[src/core/bfsf_pkg.sv]
// Shared constants for the buck fault status flag block
package bfsf_pkg;

	// Serial frame layout
	localparam int          FRAME_W      = 24;
	localparam int          CNT_W        = 5;
	localparam logic [4:0]  FRAME_BITS   = 5'h18;
	localparam int          OP_HI        = 23;
	localparam int          OP_LO        = 22;
	localparam int          ADDR_HI      = 21;
	localparam int          ADDR_LO      = 16;
	localparam logic [1:0]  OP_READ      = 2'h0;
	localparam logic [1:0]  OP_RDCLR     = 2'h2;

	// Register addresses
	localparam logic [5:0]  ADDR_THERMAL_ONTIME_STATUS    = 6'h05;
	localparam logic [5:0]  ADDR_PROTECTION_STATUS_SECOND = 6'h06;

	// Thermal and on-time status field positions
	localparam int          TOS_SHORT_CIRC   = 7;
	localparam int          TOS_CH1_OVERHEAT = 5;
	localparam int          TOS_WARN_HIGH    = 4;
	localparam int          TOS_WARN_LOW     = 3;
	localparam int          TOS_SHORT_ON1    = 2;
	localparam int          TOS_SHORT_ON2    = 1;

	// Second protection status field positions
	localparam int          PSS_CH2_OVERHEAT = 23;
	localparam int          PSS_WARN_HIGH    = 22;
	localparam int          PSS_WARN_LOW     = 21;
	localparam int          PSS_LONG_ON1     = 20;
	localparam int          PSS_LONG_ON2     = 19;
	localparam int          PARITY_POS      = 0;

	// Reset values
	localparam logic [23:0] WORD_RESET   = 24'h000000;
	localparam logic [23:0] WORD_UNMAPPED = 24'h000001;

	// Short on-time cycles tolerated before the flag sets
	localparam logic [5:0]  SHORT_LIMIT  = 6'h20;

	// Timing
	localparam int          CLK_PERIOD_NS     = 5;
	localparam int          T_OVT_NS          = 20000;
	localparam int          T_AUTORESTART_NS  = 10000000;
	localparam int          T_TON_MAX_OFF_NS  = 50000;
	localparam int          OVT_CYC   = (T_OVT_NS + CLK_PERIOD_NS - 1) / CLK_PERIOD_NS;
	localparam int          AR_CYC    = T_AUTORESTART_NS / CLK_PERIOD_NS;
	localparam int          PAUSE_CYC = (T_TON_MAX_OFF_NS + CLK_PERIOD_NS - 1) / CLK_PERIOD_NS;
	localparam int          TMR_W     = 24;

	// Long on-time pause states
	typedef enum logic [1:0]
	{
		BFSF_RUN   = 2'h1,
		BFSF_PAUSE = 2'h2
	} bfsf_pause_t;

endpackage

[src/core/bfsf_spi_slave.sv]
// Serial slave: samples the host clock, shifts frames in and out
`timescale 1ns/1ps
`default_nettype none

module bfsf_spi_slave
(
	input  wire logic         clock,
	input  wire logic         resetn,
	input  wire logic         sck,
	input  wire logic         cs_n,
	input  wire logic         mosi,
	input  wire logic [23:0]  tx_word,
	output var  logic         miso,
	output var  logic         miso_oe,
	output var  logic         frame_valid,
	output var  logic [23:0]  rx_word
);

	logic [2:0]  sck_q;
	logic [2:0]  cs_q;
	logic [1:0]  mosi_q;
	logic        sck_rise;
	logic        sck_fall;
	logic        cs_fall;
	logic        cs_rise;
	logic        active;

	logic [23:0] rx_sh_r,  rx_sh_nxt;
	logic [23:0] tx_sh_r,  tx_sh_nxt;
	logic [4:0]  cnt_r,    cnt_nxt;
	logic        miso_r,   miso_nxt;
	logic        oe_r,     oe_nxt;
	logic        fv_r,     fv_nxt;
	logic [23:0] rxw_r,    rxw_nxt;

	////////////////////////////////////////////////////////////////////////
	// Two-stage synchronisers, third stage only for edge finding
	always_ff @(posedge clock)
	begin
		if (!resetn)
		begin
			sck_q  <= 3'h0;
			cs_q   <= 3'h7;
			mosi_q <= 2'h0;
		end
		else
		begin
			sck_q  <= {sck_q[1:0], sck};
			cs_q   <= {cs_q[1:0], cs_n};
			mosi_q <= {mosi_q[0], mosi};
		end
	end

	assign sck_rise = sck_q[1] & ~sck_q[2];
	assign sck_fall = ~sck_q[1] & sck_q[2];
	assign cs_fall  = ~cs_q[1] & cs_q[2];
	assign cs_rise  = cs_q[1] & ~cs_q[2];
	assign active   = ~cs_q[1];

	////////////////////////////////////////////////////////////////////////
	// Shift engine: sample on rising edge, present on falling edge
	always_comb
	begin
		rx_sh_nxt = rx_sh_r;
		tx_sh_nxt = tx_sh_r;
		cnt_nxt   = cnt_r;
		miso_nxt  = miso_r;
		oe_nxt    = active;
		fv_nxt    = 1'b0;
		rxw_nxt   = rxw_r;
		if (cs_fall)
		begin
			tx_sh_nxt = tx_word;
			miso_nxt  = tx_word[23];
			cnt_nxt   = 5'h00;
		end
		else if (active && sck_rise)
		begin
			rx_sh_nxt = {rx_sh_r[22:0], mosi_q[1]};
			if (cnt_r != 5'h1f)
				cnt_nxt = cnt_r + 5'h01;
		end
		else if (active && sck_fall)
		begin
			tx_sh_nxt = {tx_sh_r[22:0], 1'b0};
			miso_nxt  = tx_sh_r[22];
		end
		// Frames of any other length are dropped
		if (cs_rise && cnt_r == bfsf_pkg::FRAME_BITS)
		begin
			fv_nxt  = 1'b1;
			rxw_nxt = rx_sh_r;
		end
	end

	always_ff @(posedge clock)
	begin
		if (!resetn)
		begin
			rx_sh_r <= bfsf_pkg::WORD_RESET;
			tx_sh_r <= bfsf_pkg::WORD_RESET;
			cnt_r   <= 5'h00;
			miso_r  <= 1'b0;
			oe_r    <= 1'b0;
			fv_r    <= 1'b0;
			rxw_r   <= bfsf_pkg::WORD_RESET;
		end
		else
		begin
			rx_sh_r <= rx_sh_nxt;
			tx_sh_r <= tx_sh_nxt;
			cnt_r   <= cnt_nxt;
			miso_r  <= miso_nxt;
			oe_r    <= oe_nxt;
			fv_r    <= fv_nxt;
			rxw_r   <= rxw_nxt;
		end
	end

	assign miso        = miso_r;
	assign miso_oe     = oe_r;
	assign frame_valid = fv_r;
	assign rx_word     = rxw_r;

endmodule

`default_nettype wire

[src/core/bfsf_chan.sv]
// One buck channel: overheat latch, short and long on-time protection
`timescale 1ns/1ps
`default_nettype none

module bfsf_chan
#(
	parameter int OVT_CYC   = bfsf_pkg::OVT_CYC,
	parameter int PAUSE_CYC = bfsf_pkg::PAUSE_CYC
)
(
	input  wire logic clock,
	input  wire logic resetn,
	input  wire logic hot,
	input  wire logic cool,
	input  wire logic cycle_end,
	input  wire logic short_on,
	input  wire logic at_max,
	input  wire logic clr_ovt,
	input  wire logic clr_short,
	input  wire logic clr_long,
	input  wire logic auto_clr,
	input  wire logic block_ext,
	output var  logic ovt_flag,
	output var  logic short_flag,
	output var  logic long_flag,
	output var  logic short_set,
	output var  logic enable
);

	localparam logic [23:0] OVT_N   = OVT_CYC[23:0];
	localparam logic [23:0] PAUSE_N = PAUSE_CYC[23:0];

	logic [23:0]           hot_cnt_r,   hot_cnt_nxt;
	logic                  ovt_r,       ovt_nxt;
	logic [5:0]            sh_cnt_r,    sh_cnt_nxt;
	logic                  short_r,     short_nxt;
	logic                  prev_max_r,  prev_max_nxt;
	logic                  long_r,      long_nxt;
	bfsf_pkg::bfsf_pause_t mode_r,      mode_nxt;
	logic [23:0]           pause_cnt_r, pause_cnt_nxt;
	logic                  en_r,        en_nxt;
	logic                  ovt_set;
	logic                  sh_set;
	logic                  long_evt;

	always_comb
	begin
		// Overheat filter: hot longer than the filter time
		hot_cnt_nxt = hot ? ((hot_cnt_r == OVT_N) ? hot_cnt_r : hot_cnt_r + 24'h000001) : 24'h000000;
		ovt_set     = (hot && hot_cnt_r == OVT_N) || (auto_clr && !cool);
		if (ovt_set)
			ovt_nxt = 1'b1;
		else if ((clr_ovt && cool) || auto_clr)
			ovt_nxt = 1'b0;
		else
			ovt_nxt = ovt_r;

		// Short on-time cycles counted, consecutive or not
		sh_set     = cycle_end && short_on && sh_cnt_r == bfsf_pkg::SHORT_LIMIT;
		sh_cnt_nxt = sh_cnt_r;
		if (sh_set)
			sh_cnt_nxt = 6'h00;
		else if (cycle_end && short_on)
			sh_cnt_nxt = sh_cnt_r + 6'h01;
		if (sh_set)
			short_nxt = 1'b1;
		else if (clr_short || auto_clr)
			short_nxt = 1'b0;
		else
			short_nxt = short_r;

		// Two consecutive cycles at maximum on-time
		long_evt     = cycle_end && at_max && prev_max_r;
		prev_max_nxt = prev_max_r;
		if (long_evt)
			prev_max_nxt = 1'b0;
		else if (cycle_end)
			prev_max_nxt = at_max;
		if (long_evt)
			long_nxt = 1'b1;
		else if (clr_long || auto_clr)
			long_nxt = 1'b0;
		else
			long_nxt = long_r;

		mode_nxt      = mode_r;
		pause_cnt_nxt = pause_cnt_r;
		case (mode_r)
			bfsf_pkg::BFSF_RUN:
				if (long_evt)
				begin
					mode_nxt      = bfsf_pkg::BFSF_PAUSE;
					pause_cnt_nxt = 24'h000000;
				end
			bfsf_pkg::BFSF_PAUSE:
			begin
				pause_cnt_nxt = pause_cnt_r + 24'h000001;
				if (pause_cnt_r == PAUSE_N - 24'h000001)
					mode_nxt = bfsf_pkg::BFSF_RUN;
			end
			default:
				mode_nxt = bfsf_pkg::BFSF_RUN;
		endcase

		// Channel runs only with no latched overheat or short fault, no external block and no pause; the long flag does not stop it
		en_nxt = !ovt_nxt && !short_nxt && !block_ext && mode_nxt == bfsf_pkg::BFSF_RUN;
	end

	always_ff @(posedge clock)
	begin
		if (!resetn)
		begin
			hot_cnt_r   <= 24'h000000;
			ovt_r       <= 1'b0;
			sh_cnt_r    <= 6'h00;
			short_r     <= 1'b0;
			prev_max_r  <= 1'b0;
			long_r      <= 1'b0;
			mode_r      <= bfsf_pkg::BFSF_RUN;
			pause_cnt_r <= 24'h000000;
			en_r        <= 1'b0;
		end
		else
		begin
			hot_cnt_r   <= hot_cnt_nxt;
			ovt_r       <= ovt_nxt;
			sh_cnt_r    <= sh_cnt_nxt;
			short_r     <= short_nxt;
			prev_max_r  <= prev_max_nxt;
			long_r      <= long_nxt;
			mode_r      <= mode_nxt;
			pause_cnt_r <= pause_cnt_nxt;
			en_r        <= en_nxt;
		end
	end

	assign ovt_flag   = ovt_r;
	assign short_flag = short_r;
	assign long_flag  = long_r;
	assign short_set  = sh_set;
	assign enable     = en_r;
endmodule

`default_nettype wire

[src/core/bfsf_status_top.sv]
// Fault and diagnostic status flags of a dual buck LED driver
//
// Overview of operation
// - In active mode a set channel 1 overheat flag holds channel 1 off, and a read-and-clear only works once cool.
// - In fallback mode each auto-restart tick clears channel 1 overheat, setting it again if not yet cool.
// - Channel 2 overheat sets after heat longer than the filter time and latches until a cool read-and-clear.
// - Channel 1 high warning follows the second warning threshold with hysteresis, read only.
// - Channel 1 low warning follows the first warning threshold with hysteresis, read only.
// - Channel 2 high warning follows the second warning threshold with hysteresis, read only.
// - Channel 2 low warning follows the first warning threshold with hysteresis, read only.
// - Channel 1 short on-time flag sets after more than 32 short cycles, consecutive or not.
// - Channel 1 stays off while its short on-time flag is set; fallback mode clears it each auto-restart tick.
// - Channel 2 short on-time flag sets after more than 32 short cycles and holds channel 2 off until cleared.
// - Two channel 1 cycles at maximum on-time pause channel 1 and latch a flag, cleared in fallback each tick.
// - Two channel 2 cycles at maximum on-time pause channel 2 and latch a flag until read-and-clear.
// - Each returned 24-bit status word carries odd parity in bit 0.
// - The second status register sits at address 0x06 with read-only and read-and-clear fields.
// - Channel 1 short circuit sets when its short on-time flag sets while its average LED voltage is low.
`timescale 1ns/1ps
`default_nettype none

module bfsf_status_top
#(
	parameter int OVT_CYC   = bfsf_pkg::OVT_CYC,
	parameter int AR_CYC    = bfsf_pkg::AR_CYC,
	parameter int PAUSE_CYC = bfsf_pkg::PAUSE_CYC
)
(
	input  wire logic       clock,
	input  wire logic       resetn,
	input  wire logic       spi_sck,
	input  wire logic       spi_cs_n,
	input  wire logic       spi_mosi,
	output var  logic       spi_miso,
	output var  logic       spi_miso_oe,
	input  wire logic [1:0] temp_hot,
	input  wire logic [1:0] temp_cool,
	input  wire logic [1:0] temp_warn_high_on,
	input  wire logic [1:0] temp_warn_high_off,
	input  wire logic [1:0] temp_warn_low_on,
	input  wire logic [1:0] temp_warn_low_off,
	input  wire logic       ch1_vled_low,
	input  wire logic       fallback_operating_mode,
	input  wire logic [1:0] ch_cycle_end,
	input  wire logic [1:0] ch_short_on,
	input  wire logic [1:0] ch_at_max,
	output var  logic [1:0] ch_enable
);

	localparam logic [23:0] AR_N = AR_CYC[23:0];

	// Odd parity over the upper 23 bits
	function automatic logic [23:0] bfsf_with_parity(input logic [23:0] w);
		return {w[23:1], ~(^w[23:1])};
	endfunction

	////////////////////////////////////////////////////////////////////////
	// Comparator inputs come from the analog side: two flip-flops
	logic [12:0] ana_q1;
	logic [12:0] ana_q2;

	always_ff @(posedge clock)
	begin
		if (!resetn)
		begin
			ana_q1 <= 13'h0000;
			ana_q2 <= 13'h0000;
		end
		else
		begin
			ana_q1 <= {ch1_vled_low, temp_warn_low_off, temp_warn_low_on, temp_warn_high_off,
				temp_warn_high_on, temp_cool, temp_hot};
			ana_q2 <= ana_q1;
		end
	end

	logic [1:0] hot_s;
	logic [1:0] cool_s;
	logic [1:0] wh_on_s;
	logic [1:0] wh_off_s;
	logic [1:0] wl_on_s;
	logic [1:0] wl_off_s;
	logic       vled_low_s;

	assign hot_s      = ana_q2[1:0];
	assign cool_s     = ana_q2[3:2];
	assign wh_on_s    = ana_q2[5:4];
	assign wh_off_s   = ana_q2[7:6];
	assign wl_on_s    = ana_q2[9:8];
	assign wl_off_s   = ana_q2[11:10];
	assign vled_low_s = ana_q2[12];

	////////////////////////////////////////////////////////////////////////
	// Serial access
	logic [23:0] resp_r, resp_nxt;
	logic        frame_valid;
	logic [23:0] rx_word;

	bfsf_spi_slave u_spi
	(
		.clock       (clock),
		.resetn      (resetn),
		.sck         (spi_sck),
		.cs_n        (spi_cs_n),
		.mosi        (spi_mosi),
		.tx_word     (resp_r),
		.miso        (spi_miso),
		.miso_oe     (spi_miso_oe),
		.frame_valid (frame_valid),
		.rx_word     (rx_word)
	);

	logic [1:0] op;
	logic [5:0] addr;
	logic       rdclr1;
	logic       rdclr2;

	assign op     = rx_word[bfsf_pkg::OP_HI:bfsf_pkg::OP_LO];
	assign addr   = rx_word[bfsf_pkg::ADDR_HI:bfsf_pkg::ADDR_LO];
	assign rdclr1 = frame_valid && op == bfsf_pkg::OP_RDCLR && addr == bfsf_pkg::ADDR_THERMAL_ONTIME_STATUS;
	assign rdclr2 = frame_valid && op == bfsf_pkg::OP_RDCLR && addr == bfsf_pkg::ADDR_PROTECTION_STATUS_SECOND;

	////////////////////////////////////////////////////////////////////////
	// Auto-restart period timer
	logic [23:0] ar_cnt_r, ar_cnt_nxt;
	logic        ar_tick_r, ar_tick_nxt;
	logic        auto_clr1;

	always_comb
	begin
		ar_tick_nxt = (ar_cnt_r == AR_N - 24'h000001);
		ar_cnt_nxt  = ar_tick_nxt ? 24'h000000 : ar_cnt_r + 24'h000001;
	end

	always_ff @(posedge clock)
	begin
		if (!resetn)
		begin
			ar_cnt_r  <= 24'h000000;
			ar_tick_r <= 1'b0;
		end
		else
		begin
			ar_cnt_r  <= ar_cnt_nxt;
			ar_tick_r <= ar_tick_nxt;
		end
	end

	assign auto_clr1 = ar_tick_r && fallback_operating_mode;

	////////////////////////////////////////////////////////////////////////
	// Channels
	logic [1:0] ovt_f;
	logic [1:0] short_f;
	logic [1:0] long_f;
	logic [1:0] short_set;
	logic       sc_r, sc_nxt;

	bfsf_chan #(.OVT_CYC(OVT_CYC), .PAUSE_CYC(PAUSE_CYC)) u_ch1
	(
		.clock      (clock),
		.resetn     (resetn),
		.hot        (hot_s[0]),
		.cool       (cool_s[0]),
		.cycle_end  (ch_cycle_end[0]),
		.short_on   (ch_short_on[0]),
		.at_max     (ch_at_max[0]),
		.clr_ovt    (rdclr1),
		.clr_short  (rdclr1),
		.clr_long   (rdclr2),
		.auto_clr   (auto_clr1),
		.block_ext  (sc_nxt),
		.ovt_flag   (ovt_f[0]),
		.short_flag (short_f[0]),
		.long_flag  (long_f[0]),
		.short_set  (short_set[0]),
		.enable     (ch_enable[0])
	);

	bfsf_chan #(.OVT_CYC(OVT_CYC), .PAUSE_CYC(PAUSE_CYC)) u_ch2
	(
		.clock      (clock),
		.resetn     (resetn),
		.hot        (hot_s[1]),
		.cool       (cool_s[1]),
		.cycle_end  (ch_cycle_end[1]),
		.short_on   (ch_short_on[1]),
		.at_max     (ch_at_max[1]),
		.clr_ovt    (rdclr2),
		.clr_short  (rdclr1),
		.clr_long   (rdclr2),
		.auto_clr   (1'b0),
		.block_ext  (1'b0),
		.ovt_flag   (ovt_f[1]),
		.short_flag (short_f[1]),
		.long_flag  (long_f[1]),
		.short_set  (short_set[1]),
		.enable     (ch_enable[1])
	);

	////////////////////////////////////////////////////////////////////////
	// Short circuit flag and thermal warnings
	logic [1:0] wh_r, wh_nxt;
	logic [1:0] wl_r, wl_nxt;

	always_comb
	begin
		if (short_set[0] && vled_low_s)
			sc_nxt = 1'b1;
		else if (rdclr1 || auto_clr1)
			sc_nxt = 1'b0;
		else
			sc_nxt = sc_r;
		// Real-time bits with hysteresis, no clear by the host
		for (int i = 0; i < 2; i++)
		begin
			wh_nxt[i] = wh_on_s[i] ? 1'b1 : (wh_off_s[i] ? 1'b0 : wh_r[i]);
			wl_nxt[i] = wl_on_s[i] ? 1'b1 : (wl_off_s[i] ? 1'b0 : wl_r[i]);
		end
	end

	always_ff @(posedge clock)
	begin
		if (!resetn)
		begin
			sc_r <= 1'b0;
			wh_r <= 2'h0;
			wl_r <= 2'h0;
		end
		else
		begin
			sc_r <= sc_nxt;
			wh_r <= wh_nxt;
			wl_r <= wl_nxt;
		end
	end

	////////////////////////////////////////////////////////////////////////
	// Status words and the answer for the next frame
	logic [23:0] tos_word;
	logic [23:0] pss_word;

	always_comb
	begin
		tos_word = bfsf_pkg::WORD_RESET;
		tos_word[bfsf_pkg::TOS_SHORT_CIRC]   = sc_r;
		tos_word[bfsf_pkg::TOS_CH1_OVERHEAT] = ovt_f[0];
		tos_word[bfsf_pkg::TOS_WARN_HIGH]    = wh_r[0];
		tos_word[bfsf_pkg::TOS_WARN_LOW]     = wl_r[0];
		tos_word[bfsf_pkg::TOS_SHORT_ON1]    = short_f[0];
		tos_word[bfsf_pkg::TOS_SHORT_ON2]    = short_f[1];
		tos_word = bfsf_with_parity(tos_word);
		pss_word = bfsf_pkg::WORD_RESET;
		pss_word[bfsf_pkg::PSS_CH2_OVERHEAT] = ovt_f[1];
		pss_word[bfsf_pkg::PSS_WARN_HIGH]    = wh_r[1];
		pss_word[bfsf_pkg::PSS_WARN_LOW]     = wl_r[1];
		pss_word[bfsf_pkg::PSS_LONG_ON1]     = long_f[0];
		pss_word[bfsf_pkg::PSS_LONG_ON2]     = long_f[1];
		pss_word = bfsf_with_parity(pss_word);
		resp_nxt = resp_r;
		if (frame_valid)
		begin
			if (addr == bfsf_pkg::ADDR_THERMAL_ONTIME_STATUS)
				resp_nxt = tos_word;
			else if (addr == bfsf_pkg::ADDR_PROTECTION_STATUS_SECOND)
				resp_nxt = pss_word;
			else
				resp_nxt = bfsf_pkg::WORD_UNMAPPED;
		end
	end

	always_ff @(posedge clock)
	begin
		if (!resetn)
			resp_r <= bfsf_pkg::WORD_UNMAPPED;
		else
			resp_r <= resp_nxt;
	end
endmodule

`default_nettype wire

[config.mk]
export PLATFORM = sky130hd
export DESIGN_NAME = bfsf_status_top
export DESIGN_NICKNAME = d
export VERILOG_FILES = /design/src/core/bfsf_pkg.sv /design/src/core/bfsf_spi_slave.sv /design/src/core/bfsf_chan.sv /design/src/core/bfsf_status_top.sv
export SDC_FILE = /design/constraint.sdc
export NUM_CORES = 1
export LEC_CHECK = 0
export BUFFER_PORTS_ARGS = -buffer_cell sky130_fd_sc_hd__buf_2
export CAP_MARGIN = 5
export CORE_ASPECT_RATIO = 0.6
export CORE_MARGIN = 10
export CORE_UTILIZATION = 30
export DETAILED_ROUTE_END_ITERATION = 10
export PLACE_DENSITY = 0.4
export SYNTH_ARGS = -nofsm -noshare
export SYNTH_HDL_FRONTEND = slang
export SYNTH_HIERARCHICAL = 1
export SYNTH_SLANG_ARGS = --single-unit
[constraint.sdc]
create_clock -name clock -period 5.35 [get_ports clock]
set_input_delay 0.2675 -clock clock [delete_from_list [all_inputs] [get_ports clock]]
set_output_delay 0.2675 -clock clock [all_outputs]
set_load 0.005 [all_outputs]
==> results by group <==
Final layout
  – Most common cell after layout, fill and taps aside: dfxtp_1
  – Most frequent cells in the layout: 261 x dfxtp_1, 178 x nand2_1, 78 x nor2_1
  – Final #Nets: 1390
  – Post-route design area: 13300 um2
  – Layout cells sized above 1: 7.16%
  – Area growth from synthesis to layout: 14.8%
  – Finished Layout Cells: 1881
  – # diodes: 0

STA
  – Final Hold Vio Count: 0
  – Worst Tran Pin Value: 1.17 ns
  – Period utilisation layout: 49.2%
  – Max_slew headroom: about 22%
  – Final setup TNS: 0 ns
  – Tmin final: 2.63 ns
  – Max Fclk: 0.380 GHz
  – RSZ-0062 raised after global routing: no
  – Fin. max-slew vios: 0
  – # setup viols final: 0
  – Worst Skew: 0.00811 ns

Placement
  – Port Buffer Count: 28
  – RD Place Congestion: ~0.74
  – Placed cell areas: ~12000 um2
  – Dpl cells: 1814
  – Dpl hpwl: about 18000 um

Run status
  – Status: finished clean

Worst setup path
  – CP max stage delay: 0.72 ns
  – Buf/Inv on CP: 0
  – CP cell instances: ha_1 > nand4_1 > a2111o_1 > or4_1 > a21oi_1
  – Crit path capture type: flop
  – Critical path class: flop to flop
  – Crit path max fanout: 15
  – CP max stage cell: a2111o_1
  – Type of origin of the critical path: flop
  – CP delay by family, top: simple AND/OR/NAND/NOR gates
  – Worst EP required: 5.82 ns
  – CP Data Arrival Time: about 3.1 ns

Routing
  – Vias per cell: 4.86
  – Routed via count: 9141
  – Drt pass-1 iters: 5
  – Final WL: 26600 um
  – DRC Markers: 0
  – WL per Instance: 14.1 um
  – Initial DRC count: 596
  – Antenna Nets Post-Route: 0

Global route
  – Total Routing Usage GR: 11.1%
  – Initial antenna violation count: 0
  – Vias in the first global route: about 8300
  – Largest net degree at the start of global routing: 75
  – Overflow after GRT: 0
  – Global-route wire length before repair: approximately 44000 um

Power and ir drop
  – Max IR drop VDD: 0.200 mV
  – Power Density: 324 nW/um2
  – Leakage Power: 4.50 nW

Logic synthesis
  – Cell count after synthesis: 1326
  – Synthesized area: 11600 um2
  – Synth warn: 6
  – Avg Cell Area, Syn: between 8 and 9 um2

Floorplan
  – Area of the die: 47200 um2
  – FP Rows: 55
  – Initial Utilization: 30.6%
  – Die X: between 200 and 300 um
  – Die Ht: 172 um
  – Core ar.: between 30000 and 40000 um2
  – Boundary Pins: 29

Clock network
  – Root buf cell: clkbuf_16
  – CTS tree: yes
  – Cts bufs inserted: 28
  – Clock Path Buffers: 3
  – Post_cts resized: 0
  – # clock sinks: 261
  – Worst skew pair latency: 0.55 ns
  – CTS H-Tree Depth: 1
  – Clock Pin Slew Worst Setup and Hold Paths: 0.06 ns

Flow run
  – Max Cap Viol: 0

Worst hold path
  – Hold WC Path Type: input pin to flop
==> flip-flops by register name (all words and copies together) (netlist names), 8 cells and up <==
| register | flops |
|---|---|
| u_spi/rx_sh_r | 24 |
| u_spi/rx_word | 8 |
| ana_q2 | 13 |
| u_ch2/hot_cnt_r | 24 |
| u_ch1/pause_cnt_r | 24 |
| u_spi/tx_sh_r | 23 |
| resp_r | 12 |
| ana_q1 | 13 |
| u_ch1/hot_cnt_r | 24 |
| u_ch2/pause_cnt_r | 24 |
| ar_cnt_r | 24 |
==> repair_timing <==
item,CTS,global route
setup buffers,0,0
hold buffers,16,0
hold endpoints to repair,16,0
==> per-layer routing <==
metal | vias to the layer above | global-route usage (%) | routed length [um]
met5 | - | 0 | 0
met2 | 111 | 15.0 | 10100
met3 | 37 | 2.14 | 985
li1 | 4777 | - | -
met1 | 4216 | 17.4 | 15000
met4 | 0 | 2.66 | 472
==> through the flow <==
| stage | power, mW | worst slack [ns] | utilization (%) | hold slack (ns) |
|---|---|---|---|---|
| detailed placement | 2.26 | 2.76 | 32.0 | 0.394 |
| global route | 4.50 | 2.57 | 35.1 | 0.142 |
| CTS | 4.41 | 2.75 | 35.1 | 0.0847 |
| global placement | 2.26 | 2.87 | 32.0 | 0.393 |
| floorplan | 2.20 | 3.33 | - | 0.369 |
| finish | 4.32 | 2.72 | 35.1 | 0.118 |
==> where the power goes <==
part	switching (mW)	internal (mW)	total (mW)
Combinational	0.119	0.0924	0.211
Sequential	0.0290	1.98	2.01
Clock	0.817	1.28	2.09
==> final cells by class <==
class,instances,area [um2]
Sequential cell,261,5230
Inverter,34,128
Multi-Input combinational cell,975,5980
Tap cell,513,642
Clock inverter,12,169
Clock buffer,39,833
Timing Repair Buffer,47,338
Fill cell,3890,24600
==> path summary, 6_finish.rpt <==
path	start	end	slack [ns]	cells after the start
max reg2reg	u_ch1/mode_r[0]$_SDFF_PN1_	u_ch1/pause_cnt_r[23]$_SDFFE_PN0P_	2.72	5
max	u_ch1/mode_r[0]$_SDFF_PN1_	u_ch1/pause_cnt_r[23]$_SDFFE_PN0P_	2.72	5
min reg2reg	u_spi/cs_q[0]$_SDFF_PN1_	u_spi/cs_q[1]$_SDFF_PN1_	0.41	1
min	ch_cycle_end[1]	u_ch2/prev_max_r$_SDFFE_PP0P_	0.12	3
==> tightest hold or removal path, cell delays in order <==
cell,delay [ns]
buf_2,0.13
mux2i_1,0.08
and2_1,0.14
No activity file was read; power rests on OpenSTA's default activity.
